**src/cc_pkg.sv**
```systemverilog
package cc_pkg;
  // ----------------------------------------------------------------
  // Register map: indices, byte address is four times the index
  // ----------------------------------------------------------------
  localparam int unsigned ADDR_W = 8;
  localparam logic [7:0] IDX_VALUE_LOW = 8'h15;
  localparam logic [7:0] IDX_VALUE_HIGH = 8'h16;
  localparam logic [7:0] IDX_CONTROL = 8'h17;
  localparam logic [7:0] IDX_IRQ_STATUS = 8'h18;
  localparam logic [7:0] IDX_IRQ_ENABLE = 8'h19;
  localparam logic [7:0] IDX_IRQ_CLEAR = 8'h1a;
  localparam logic [7:0] ADDR_VALUE_LOW = 8'(IDX_VALUE_LOW * 4);
  localparam logic [7:0] ADDR_VALUE_HIGH = 8'(IDX_VALUE_HIGH * 4);
  localparam logic [7:0] ADDR_CONTROL = 8'(IDX_CONTROL * 4);
  localparam logic [7:0] ADDR_IRQ_STATUS = 8'(IDX_IRQ_STATUS * 4);
  localparam logic [7:0] ADDR_IRQ_ENABLE = 8'(IDX_IRQ_ENABLE * 4);
  localparam logic [7:0] ADDR_IRQ_CLEAR = 8'(IDX_IRQ_CLEAR * 4);

  // ----------------------------------------------------------------
  // Control fields and reset values
  // ----------------------------------------------------------------
  localparam int unsigned MODE_LSB = 0;
  localparam int unsigned MODE_W = 4;
  localparam int unsigned DUTY_LSB = 4;
  localparam int unsigned DUTY_LO_W = 2;
  localparam logic [7:0] CONTROL_MASK = 8'h3f;
  localparam logic [7:0] CONTROL_RESET = 8'h00;
  localparam logic [15:0] VALUE_RESET = 16'h0000;

  // ----------------------------------------------------------------
  // Mode select encodings
  // ----------------------------------------------------------------
  localparam logic [3:0] MODE_OFF = 4'h0;
  localparam logic [3:0] MODE_CAP_FALL = 4'h4;
  localparam logic [3:0] MODE_CAP_RISE = 4'h5;
  localparam logic [3:0] MODE_CAP_RISE4 = 4'h6;
  localparam logic [3:0] MODE_CAP_RISE16 = 4'h7;
  localparam logic [3:0] MODE_CMP_SET = 4'h8;
  localparam logic [3:0] MODE_CMP_CLEAR = 4'h9;
  localparam logic [3:0] MODE_CMP_IRQ = 4'ha;
  localparam logic [3:0] MODE_CMP_TRIG = 4'hb;
  localparam logic [1:0] MODE_PWM_TOP = 2'h3;

  // ----------------------------------------------------------------
  // Capture prescaler terminal counts
  // ----------------------------------------------------------------
  localparam logic [3:0] PRESC_LAST_4 = 4'h3;
  localparam logic [3:0] PRESC_LAST_16 = 4'hf;

  // ----------------------------------------------------------------
  // Interrupt status bits and bus answers
  // ----------------------------------------------------------------
  localparam int unsigned IRQ_W = 2;
  localparam int unsigned IRQ_UNIT = 0;
  localparam int unsigned IRQ_SPECIAL = 1;
  localparam logic [1:0] RESP_OKAY = 2'h0;
  localparam logic [1:0] RESP_SLVERR = 2'h2;
endpackage

```
**src/capture_compare_pwm_unit.sv**
```systemverilog
// The implementer's own choice: the AXI4-Lite register port.
`timescale 1ns/1ps
// Notes on behaviour
// - One 16-bit register, role set by mode
// - Register built from low and high bytes
// - Capture/compare use timer one, modulation timer two
// - Pin routed to port B two or three
// - Special event resets timer one, starts conversion
// - Mode 1000 drives pin high on match
// - Mode 1001 drives pin low on match
// - Mode 1011 raises special event, pin unchanged
// - Modes 11xx select pulse width modulation
module capture_compare_pwm_unit #(
  parameter int unsigned T2_W = 8 // Timer two count width
) (
  // Clock and reset
  input wire logic i_clock,
  input wire logic i_rst_b,
  // AXI4-Lite write address
  input wire logic i_awvalid,
  output logic o_awready,
  input wire logic [cc_pkg::ADDR_W-1:0] i_awaddr,
  // AXI4-Lite write data
  input wire logic i_wvalid,
  output logic o_wready,
  input wire logic [31:0] i_wdata,
  input wire logic [3:0] i_wstrb,
  // AXI4-Lite write response
  output logic o_bvalid,
  input wire logic i_bready,
  output logic [1:0] o_bresp,
  // AXI4-Lite read address
  input wire logic i_arvalid,
  output logic o_arready,
  input wire logic [cc_pkg::ADDR_W-1:0] i_araddr,
  // AXI4-Lite read data
  output logic o_rvalid,
  input wire logic i_rready,
  output logic [31:0] o_rdata,
  output logic [1:0] o_rresp,
  // Timers and converter
  input wire logic [15:0] i_timer_one_count,
  input wire logic [T2_W-1:0] i_timer_two_count,
  input wire logic [1:0] i_timer_two_fine,
  input wire logic i_timer_two_period_match,
  input wire logic i_converter_enabled,
  output logic o_timer_one_reset,
  output logic o_conversion_start,
  // Pin routing and pins
  input wire logic i_pin_route_select,
  input wire logic i_port_b_pin_two,
  output logic o_port_b_pin_two,
  output logic o_port_b_pin_two_oe,
  input wire logic i_port_b_pin_three,
  output logic o_port_b_pin_three,
  output logic o_port_b_pin_three_oe,
  // Interrupt
  output logic o_irq
);
  // ----------------------------------------------------------------
  // Declarations
  // ----------------------------------------------------------------
  logic [7:0] control_ff; // Mode and duty low bits
  logic [15:0] unit_value_ff; // Capture/compare/duty register
  logic [cc_pkg::IRQ_W-1:0] irq_status_ff; // Sticky events
  logic [cc_pkg::IRQ_W-1:0] irq_enable_ff; // Event enables
  logic [cc_pkg::IRQ_W-1:0] irq_set; // Events this cycle
  logic [cc_pkg::IRQ_W-1:0] irq_clear; // Software clears
  logic irq_ff; // Interrupt output
  logic [3:0] mode; // Current mode select
  logic is_capture; // Capture modes
  logic is_compare; // Compare modes
  logic is_pwm; // Modulation modes
  logic pin_in; // Routed pin input
  logic pin_prev_ff; // Pin one cycle ago
  logic rise_edge; // Pin rose
  logic fall_edge; // Pin fell
  logic cap_edge; // Qualifying edge before prescale
  logic cap_fire; // Capture now
  logic match_now; // Timer one equals register
  logic match_prev_ff; // Match last cycle
  logic match_event; // Start of a match
  logic special_event; // Trigger event
  logic pin_level_ff; // Output latch
  logic pin_drive; // Unit drives the pin
  logic [T2_W+1:0] pwm_duty_ff; // Duty latched per period
  logic [T2_W+1:0] duty_now; // Duty from registers
  logic timer_one_reset_ff; // Registered trigger
  logic conversion_start_ff; // Registered trigger
  logic two_out_ff; // Port B two level
  logic two_oe_ff; // Port B two enable
  logic three_out_ff; // Port B three level
  logic three_oe_ff; // Port B three enable
  // Bus side
  logic aw_held_ff; // Write address taken
  logic w_held_ff; // Write data taken
  logic [cc_pkg::ADDR_W-1:0] awaddr_ff; // Held write address
  logic [7:0] wdata_ff; // Held write byte
  logic wlane_ff; // Held byte-lane enable
  logic bvalid_ff; // Write response pending
  logic [1:0] bresp_ff; // Write answer
  logic rvalid_ff; // Read data pending
  logic [31:0] rdata_ff; // Read data
  logic [1:0] rresp_ff; // Read answer
  logic wr_go; // Perform held write
  logic rd_go; // Take a read
  logic wr_hit; // Write address mapped
  logic [7:0] rd_byte; // Read mux result
  logic rd_hit; // Read address mapped

  // ----------------------------------------------------------------
  // Mode decode
  // ----------------------------------------------------------------
  assign mode = control_ff[cc_pkg::MODE_LSB +: cc_pkg::MODE_W];
  // Capture uses modes 01xx
  assign is_capture = (mode[3:2] == 2'h1);
  assign is_compare = (mode[3:2] == 2'h2);
  assign is_pwm = (mode[3:2] == cc_pkg::MODE_PWM_TOP);

  // ----------------------------------------------------------------
  // Pin input and edges
  // ----------------------------------------------------------------
  // Route select high picks port B pin two
  assign pin_in = i_pin_route_select ? i_port_b_pin_two
                                     : i_port_b_pin_three;
  assign rise_edge = pin_in && !pin_prev_ff;
  assign fall_edge = !pin_in && pin_prev_ff;

  // Remember last pin level
  always_ff @(posedge i_clock or negedge i_rst_b) begin
    if (!i_rst_b) begin
      pin_prev_ff <= 1'b0;
    end else begin
      pin_prev_ff <= pin_in;
    end
  end

  // Falling edge for 0100, rising for the rest
  always_comb begin
    if (!is_capture) begin
      cap_edge = 1'b0;
    end else if (mode == cc_pkg::MODE_CAP_FALL) begin
      cap_edge = fall_edge;
    end else begin
      cap_edge = rise_edge;
    end
  end

  // Divides qualifying edges by 1, 4 or 16
  edge_prescaler u_prescaler (
    .i_clock(i_clock),
    .i_rst_b(i_rst_b),
    .i_clear(!is_capture),
    .i_mode(mode),
    .i_edge(cap_edge),
    .o_fire(cap_fire)
  );

  // ----------------------------------------------------------------
  // Compare against timer one
  // ----------------------------------------------------------------
  assign match_now = is_compare
                  && (i_timer_one_count == unit_value_ff);
  // Timer may hold a value many cycles; act once
  assign match_event = match_now && !match_prev_ff;
  assign special_event = match_event
                      && (mode == cc_pkg::MODE_CMP_TRIG);

  // Match history
  always_ff @(posedge i_clock or negedge i_rst_b) begin
    if (!i_rst_b) begin
      match_prev_ff <= 1'b0;
    end else begin
      match_prev_ff <= match_now;
    end
  end

  // Special event outputs, one-cycle pulses
  always_ff @(posedge i_clock or negedge i_rst_b) begin
    if (!i_rst_b) begin
      timer_one_reset_ff <= 1'b0;
      conversion_start_ff <= 1'b0;
    end else begin
      timer_one_reset_ff <= special_event;
      conversion_start_ff <= special_event
                          && i_converter_enabled;
    end
  end

  // ----------------------------------------------------------------
  // Modulation against timer two
  // ----------------------------------------------------------------
  // Upper bits from low byte, two lowest from control
  assign duty_now = {unit_value_ff[T2_W-1:0],
    control_ff[cc_pkg::DUTY_LSB +: cc_pkg::DUTY_LO_W]};

  // Duty reloads at each period start to avoid glitches
  always_ff @(posedge i_clock or negedge i_rst_b) begin
    if (!i_rst_b) begin
      pwm_duty_ff <= '0;
    end else if (is_pwm && i_timer_two_period_match) begin
      pwm_duty_ff <= duty_now;
    end
  end

  // ----------------------------------------------------------------
  // Output latch
  // ----------------------------------------------------------------
  always_ff @(posedge i_clock or negedge i_rst_b) begin
    if (!i_rst_b) begin
      pin_level_ff <= 1'b0;
    end else if (mode == cc_pkg::MODE_OFF) begin
      pin_level_ff <= 1'b0;
    end else if (is_pwm) begin
      if (i_timer_two_period_match) begin
        pin_level_ff <= (duty_now != '0);
      end else if ({i_timer_two_count, i_timer_two_fine}
                   == pwm_duty_ff) begin
        pin_level_ff <= 1'b0;
      end
    end else if (match_event && mode == cc_pkg::MODE_CMP_SET) begin
      pin_level_ff <= 1'b1;
    end else if (match_event && mode == cc_pkg::MODE_CMP_CLEAR) begin
      pin_level_ff <= 1'b0;
    end
  end

  // Drive in compare and modulation, listen in capture and off
  assign pin_drive = is_compare || is_pwm;

  // Registered pin levels to both pins, output enable on the routed pin only
  always_ff @(posedge i_clock or negedge i_rst_b) begin
    if (!i_rst_b) begin
      two_out_ff <= 1'b0;
      two_oe_ff <= 1'b0;
      three_out_ff <= 1'b0;
      three_oe_ff <= 1'b0;
    end else begin
      two_out_ff <= pin_level_ff;
      three_out_ff <= pin_level_ff;
      two_oe_ff <= pin_drive && i_pin_route_select;
      three_oe_ff <= pin_drive && !i_pin_route_select;
    end
  end

  // ----------------------------------------------------------------
  // Unit value register
  // ----------------------------------------------------------------
  // Capture wins over a software write in the same cycle
  always_ff @(posedge i_clock or negedge i_rst_b) begin
    if (!i_rst_b) begin
      unit_value_ff <= cc_pkg::VALUE_RESET;
    end else if (cap_fire) begin
      unit_value_ff <= i_timer_one_count;
    end else if (wr_go && wlane_ff) begin
      if (awaddr_ff == cc_pkg::ADDR_VALUE_LOW) begin
        unit_value_ff[7:0] <= wdata_ff;
      end else if (awaddr_ff == cc_pkg::ADDR_VALUE_HIGH) begin
        unit_value_ff[15:8] <= wdata_ff;
      end
    end
  end

  // ----------------------------------------------------------------
  // Control register
  // ----------------------------------------------------------------
  always_ff @(posedge i_clock or negedge i_rst_b) begin
    if (!i_rst_b) begin
      control_ff <= cc_pkg::CONTROL_RESET;
    end else if (wr_go && wlane_ff
                 && awaddr_ff == cc_pkg::ADDR_CONTROL) begin
      control_ff <= wdata_ff & cc_pkg::CONTROL_MASK;
    end
  end

  // ----------------------------------------------------------------
  // Interrupts
  // ----------------------------------------------------------------
  always_comb begin
    irq_set = '0;
    irq_set[cc_pkg::IRQ_UNIT] = cap_fire || match_event;
    irq_set[cc_pkg::IRQ_SPECIAL] = special_event;
    irq_clear = '0;
    if (wr_go && wlane_ff && awaddr_ff == cc_pkg::ADDR_IRQ_CLEAR) begin
      irq_clear = wdata_ff[cc_pkg::IRQ_W-1:0];
    end
  end

  // Sticky flags, set beats clear
  always_ff @(posedge i_clock or negedge i_rst_b) begin
    if (!i_rst_b) begin
      irq_status_ff <= '0;
    end else begin
      irq_status_ff <= (irq_status_ff & ~irq_clear) | irq_set;
    end
  end

  // Enable register
  always_ff @(posedge i_clock or negedge i_rst_b) begin
    if (!i_rst_b) begin
      irq_enable_ff <= '0;
    end else if (wr_go && wlane_ff
                 && awaddr_ff == cc_pkg::ADDR_IRQ_ENABLE) begin
      irq_enable_ff <= wdata_ff[cc_pkg::IRQ_W-1:0];
    end
  end

  // Level interrupt
  always_ff @(posedge i_clock or negedge i_rst_b) begin
    if (!i_rst_b) begin
      irq_ff <= 1'b0;
    end else begin
      irq_ff <= |(irq_status_ff & irq_enable_ff);
    end
  end

  // ----------------------------------------------------------------
  // AXI4-Lite write channel
  // ----------------------------------------------------------------
  assign wr_go = aw_held_ff && w_held_ff && !bvalid_ff;
  assign wr_hit = (awaddr_ff == cc_pkg::ADDR_VALUE_LOW)
               || (awaddr_ff == cc_pkg::ADDR_VALUE_HIGH)
               || (awaddr_ff == cc_pkg::ADDR_CONTROL)
               || (awaddr_ff == cc_pkg::ADDR_IRQ_ENABLE)
               || (awaddr_ff == cc_pkg::ADDR_IRQ_CLEAR);

  // Address and data taken independently, held until used
  always_ff @(posedge i_clock or negedge i_rst_b) begin
    if (!i_rst_b) begin
      aw_held_ff <= 1'b0;
      w_held_ff <= 1'b0;
      awaddr_ff <= '0;
      wdata_ff <= 8'h00;
      wlane_ff <= 1'b0;
    end else begin
      if (wr_go) begin
        aw_held_ff <= 1'b0;
        w_held_ff <= 1'b0;
      end else begin
        if (i_awvalid && !aw_held_ff) begin
          aw_held_ff <= 1'b1;
          awaddr_ff <= i_awaddr;
        end
        if (i_wvalid && !w_held_ff) begin
          w_held_ff <= 1'b1;
          wdata_ff <= i_wdata[7:0];
          wlane_ff <= i_wstrb[0];
        end
      end
    end
  end

  // Write response, error on unmapped address
  always_ff @(posedge i_clock or negedge i_rst_b) begin
    if (!i_rst_b) begin
      bvalid_ff <= 1'b0;
      bresp_ff <= cc_pkg::RESP_OKAY;
    end else if (wr_go) begin
      bvalid_ff <= 1'b1;
      bresp_ff <= wr_hit ? cc_pkg::RESP_OKAY : cc_pkg::RESP_SLVERR;
    end else if (i_bready) begin
      bvalid_ff <= 1'b0;
    end
  end

  // ----------------------------------------------------------------
  // AXI4-Lite read channel
  // ----------------------------------------------------------------
  assign rd_go = i_arvalid && !rvalid_ff;

  // Read mux, upper bits zero
  always_comb begin
    rd_byte = 8'h00;
    rd_hit = 1'b1;
    unique case (i_araddr)
      cc_pkg::ADDR_VALUE_LOW: begin
        rd_byte = unit_value_ff[7:0];
      end
      cc_pkg::ADDR_VALUE_HIGH: begin
        rd_byte = unit_value_ff[15:8];
      end
      cc_pkg::ADDR_CONTROL: begin
        rd_byte = control_ff;
      end
      cc_pkg::ADDR_IRQ_STATUS: begin
        rd_byte[cc_pkg::IRQ_W-1:0] = irq_status_ff;
      end
      cc_pkg::ADDR_IRQ_ENABLE: begin
        rd_byte[cc_pkg::IRQ_W-1:0] = irq_enable_ff;
      end
      cc_pkg::ADDR_IRQ_CLEAR: begin
        rd_byte = 8'h00; // Write-only
      end
      default: begin
        rd_hit = 1'b0;
      end
    endcase
  end

  // Read data one cycle after address
  always_ff @(posedge i_clock or negedge i_rst_b) begin
    if (!i_rst_b) begin
      rvalid_ff <= 1'b0;
      rdata_ff <= 32'h0000_0000;
      rresp_ff <= cc_pkg::RESP_OKAY;
    end else if (rd_go) begin
      rvalid_ff <= 1'b1;
      rdata_ff <= {24'h00_0000, rd_byte};
      rresp_ff <= rd_hit ? cc_pkg::RESP_OKAY : cc_pkg::RESP_SLVERR;
    end else if (i_rready) begin
      rvalid_ff <= 1'b0;
    end
  end

  // ----------------------------------------------------------------
  // Outputs
  // ----------------------------------------------------------------
  assign o_awready = !aw_held_ff;
  assign o_wready = !w_held_ff;
  assign o_bvalid = bvalid_ff;
  assign o_bresp = bresp_ff;
  assign o_arready = !rvalid_ff;
  assign o_rvalid = rvalid_ff;
  assign o_rdata = rdata_ff;
  assign o_rresp = rresp_ff;
  assign o_timer_one_reset = timer_one_reset_ff;
  assign o_conversion_start = conversion_start_ff;
  assign o_port_b_pin_two = two_out_ff;
  assign o_port_b_pin_two_oe = two_oe_ff;
  assign o_port_b_pin_three = three_out_ff;
  assign o_port_b_pin_three_oe = three_oe_ff;
  assign o_irq = irq_ff;
endmodule

```
**src/edge_prescaler.sv**
```systemverilog
`timescale 1ns/1ps
// Divides qualifying pin edges by 1, 4 or 16
module edge_prescaler (
  // Clock and reset
  input wire logic i_clock,
  input wire logic i_rst_b,
  // Control
  input wire logic i_clear,
  input wire logic [3:0] i_mode,
  // Edge in, capture strobe out
  input wire logic i_edge,
  output logic o_fire
);
  logic [3:0] count_ff; // Edges seen since last capture
  logic [3:0] last_count; // Terminal count for current mode

  // Pick terminal count from mode
  always_comb begin
    unique case (i_mode)
      cc_pkg::MODE_CAP_RISE4: begin
        last_count = cc_pkg::PRESC_LAST_4;
      end
      cc_pkg::MODE_CAP_RISE16: begin
        last_count = cc_pkg::PRESC_LAST_16;
      end
      default: begin
        last_count = 4'h0; // Every edge
      end
    endcase
  end

  assign o_fire = i_edge && (count_ff == last_count);

  // Edge counter, wraps at each capture
  always_ff @(posedge i_clock or negedge i_rst_b) begin
    if (!i_rst_b) begin
      count_ff <= 4'h0;
    end else if (i_clear || o_fire) begin
      count_ff <= 4'h0;
    end else if (i_edge) begin
      count_ff <= count_ff + 4'h1;
    end
  end
endmodule

```
**config.mk**
```make
export PLATFORM = sky130hd
export DESIGN_NAME = capture_compare_pwm_unit
export DESIGN_NICKNAME = d
export VERILOG_FILES = /design/src/cc_pkg.sv /design/src/capture_compare_pwm_unit.sv /design/src/edge_prescaler.sv
export SDC_FILE = /design/constraint.sdc
export NUM_CORES = 1
export LEC_CHECK = 0
export ABC_AREA = 1
export BUFFER_PORTS_ARGS = -buffer_cell sky130_fd_sc_hd__buf_2
export CAP_MARGIN = 10
export CORE_MARGIN = 1
export CORE_UTILIZATION = 48
export CTS_CLUSTER_DIAMETER = 120
export CTS_CLUSTER_SIZE = 14
export DETAILED_ROUTE_END_ITERATION = 12
export HOLD_SLACK_MARGIN = 0.1
export PLACE_DENSITY = 0.75
export SYNTH_ARGS = -nofsm -noshare
export SYNTH_HDL_FRONTEND = slang
export SYNTH_SLANG_ARGS = --single-unit
```
**constraint.sdc**
```tcl
create_clock -name i_clock -period 2.15 [get_ports i_clock]
set_input_delay 0.1075 -clock i_clock [delete_from_list [all_inputs] [get_ports i_clock]]
set_output_delay 0.1075 -clock i_clock [all_outputs]
set_load 0.01 [all_outputs]
```
==> reports/metrics.cfg <==
[synthesis]
syn-mean-instance-area_um2 = 7.99
synth_top_family_by_area = simple AND/OR/NAND/NOR gates
synth_adder_area_share = 0.00297
synth-simple-area-share = 0.242
synth-xor-area-share = 0.0270
syn_inst = 528
synth-seq-cells = 80
synth.area.mux_share = 0.0240
synthDistinctLibCells = 36
yosysSeqAreaShare = 0.474
yosys_warnings = 0
synth_top_area_share = 0.474
yosys-top-cells-area = dfrtp_1 (47%), nand2_1 (14%), inv_1 (5.6%), buf_4 (4.8%), o21ai_0 (4.0%)
syn_area_um2 = 4220
yosysTopAreaCell = dfrtp_1
synth-compound-area-share = 0.112

[die]
fp-row-count = 33
pin_count = 138
start_util = 0.506
die-area_um2 = 9170
dieWidth_um = 95.8
coreArea_um2 = 8340
die_height_um = 95.8

[pwr]
seqPwrFrac = 0.438
p_leak_nw = 2.80
switching_share = 0.348
p_comb_frac = 0.297
ir_drop_mv = 0.626
p_int_mw = 3.31
cellPowerDensity_nw_per_um2 = 953
power_frac_clock = 0.265
total_power_mw = 5.09
p_sw_mw = 1.77

[cells_and_area]
layout_commonest_cell = nand2_1
nFillCells = 711
final_cell_mix = nand2_1 (155), buf_2 (83), dfrtp_1 (80), inv_1 (63), nor2_1 (42)
drive_gt1_frac = 0.195
fin_area_um2 = 5340
diodes = 0
final_cells = 770
syn_to_final_growth_pct = 26.5
fin_nets = 751

[place]
dp_hpwl_um = 7320
gp_congestion = 0.887
numPortBuffers = 84
placed_cells = 713
place_area_um2 = 4680

[timing]
slew_violations = 0
final_hold_viol_count = 0
skew_ns = 0.00794
period_share = 0.832
worst_slew_pin_slew_ns = 0.561
rsz0062_at_grt = no
fmax_mhz = 559
period_needed_ns = 1.79
finalSetupViolCount = 0
finalSetupTns_ns = 0
holdWs_ns = 0.156
maxSlewHeadroom = 0.626

[critical_path]
crit_fanout = 9
cp.required_ns = 2.41
crit_path_frequent_cell = nand2_1
max_stage_delay_ns = 0.45
start_kind = flip-flop
worstPathCellList = inv_2, nand2_2, inv_2, nand2_1, nand2_1, o21ai_1, nand2_2, nor2_8, a21oi_2, nand2_1, o211ai_1
cpLargestDelayFamily = compound AO/OA/AOI/OAI gates
cpMaxStageDelayCell = dfrtp_1
cp-end-kind = flip-flop
critPathBufInv = 2
cp_data_arrival_time_ns = 2.05
crit_type = reg2reg

[routing]
routed_via_density = 4.97
wl_per_cell_um = 13.1
antenna_left = 0
initialDrtViolationCount = 208
first_pass_iters = 4
drt-total-wl_um = 10100
drc_errors = 0
vias = 3830

[worst_hold_path]
min_path_type = in2reg

[clock_network]
cts.clk_slew.worst_paths_ns = 0.08
clock_sinks = 80
cts_tree = done
h-tree-depth = 3
cts.root.buffer_cell = clkbuf_8
clock_path_buffers = 2
cts_setup_buffers = 0
cts_buffers = 9
clock_latency_ns = 0.35

[global_routing]
groute.usage.overall = 0.240
grt_max_degree = 41
antenna_found_initial = 0
grt_overflow_total = 0
grt_pass1_wl_um = 16800
grt_pass1_vias = 3674

[run]
maxCapViolCount = 0

[outcome]
status = finished clean

==> kinds of logic after synthesis <==
group | Yosys count
DFF | 80
buffers and inverters | 102
AOI/OAI and AO/OA | 79
and+or+nand+nor | 243
xor gates and xnor gates | 13
muxes | 9
other | 1
adders and majority gates | 1
==> state kept, by name (all words and copies together), names as in the netlist, 2 cells and up <==
| name | cells |
|---|---|
| awaddr_ff | 8 |
| wdata_ff | 8 |
| pwm_duty_ff | 10 |
| o_rdata | 8 |
| control_ff | 6 |
| irq_status_ff | 2 |
| unit_value_ff | 16 |
| irq_enable_ff | 2 |
| u_prescaler.count_ff | 4 |
==> worst reg2reg max path: cells and delay by family (launching register included) <==
kind,cells,cell delay [ns]
buffers and inverters,2,0.19
AND/OR/NAND/NOR,6,0.51
flip-flops,1,0.45
AO/OA/AOI/OAI,3,0.55
==> routing by layer <==
layer,vias up,wire length (um),GRT usage
met5,-,0,0
met4,0,184,0.0920
met3,17,498,0.0332
met2,141,4840,0.403
met1,1762,4560,0.315
li1,1910,-,-
==> through the flow <==
stage,utilization,setup slack [ns]
after floorplan,-,0.650
after global placement,0.561,0.418
after detailed placement,0.561,0.389
after CTS,0.640,0.375
after global routing,0.640,0.146
final,0.640,0.361
==> cell type report <==
class / instances / area, um^2 / share of cell area
tap: 105 / 131 / 0.0246
clock buffer: 11 / 141 / 0.0265
clock inverter: 5 / 104 / 0.0195
timing repair buffer: 130 / 883 / 0.166
sequential: 80 / 2000 / 0.375
inverter: 68 / 255 / 0.0478
multi-input combinational: 371 / 1820 / 0.341
==> power groups by stage <==
stage                     Clock, mW  Sequential (mW)  Combinational [mW]
final                          1.35             2.23                1.51
after global routing           1.43             2.28                1.73
after CTS                      1.37             2.22                1.50
after detailed placement          0             2.24                1.44
after global placement            0             2.23                1.40
after floorplan                   0             2.17                1.05
==> path summary, 6_finish.rpt <==
check                                      to  slack [ns]  cells past startpoint          start
setup reg to reg             unit_value_ff[0]        0.36                     11  control_ff[3]
max in group asynchronous          o_rdata[1]        1.27                      3        i_rst_b
hold reg to reg            o_port_b_pin_three        0.41                      0   pin_level_ff
min in group asynchronous          o_rdata[5]        0.28                      2        i_rst_b
hold / removal                     o_rdata[0]        0.16                      4    i_araddr[5]
setup / recovery             unit_value_ff[0]        0.36                     11  control_ff[3]
==> synth_stat cells <==
master	count
a31oi_1	2
a41oi_1	1
inv_1	63
clkinv_1	1
nor2_2	2
o211ai_1	16
nor3_1	8
a21oi_1	11
nor4_1	2
nor2_1	42
ha_1	1
nand2_1	155
nand3_2	2
a21oi_2	1
buf_6	1
mux2_2	9
nand2_2	3
o2111ai_1	1
nor3_2	2
o21bai_1	1
o21ai_0	34
o221ai_1	4
nand4_1	4
or2_2	2
xnor2_1	3
clkbuf_1	6
xor2_1	10
nand3_1	20
buf_4	27
dfrtp_1	80
o22ai_1	3
inv_2	4
o21ai_1	4
conb_1	1
nor2_8	1
o21a_1	1
==> repair_timing <==
action,in CTS,in global routing
setup endpoints to repair,0,0
hold buffers,41,0
gates resized for setup,0,0
hold endpoints to repair,78,0
No activity file was read; power rests on OpenSTA's default activity.
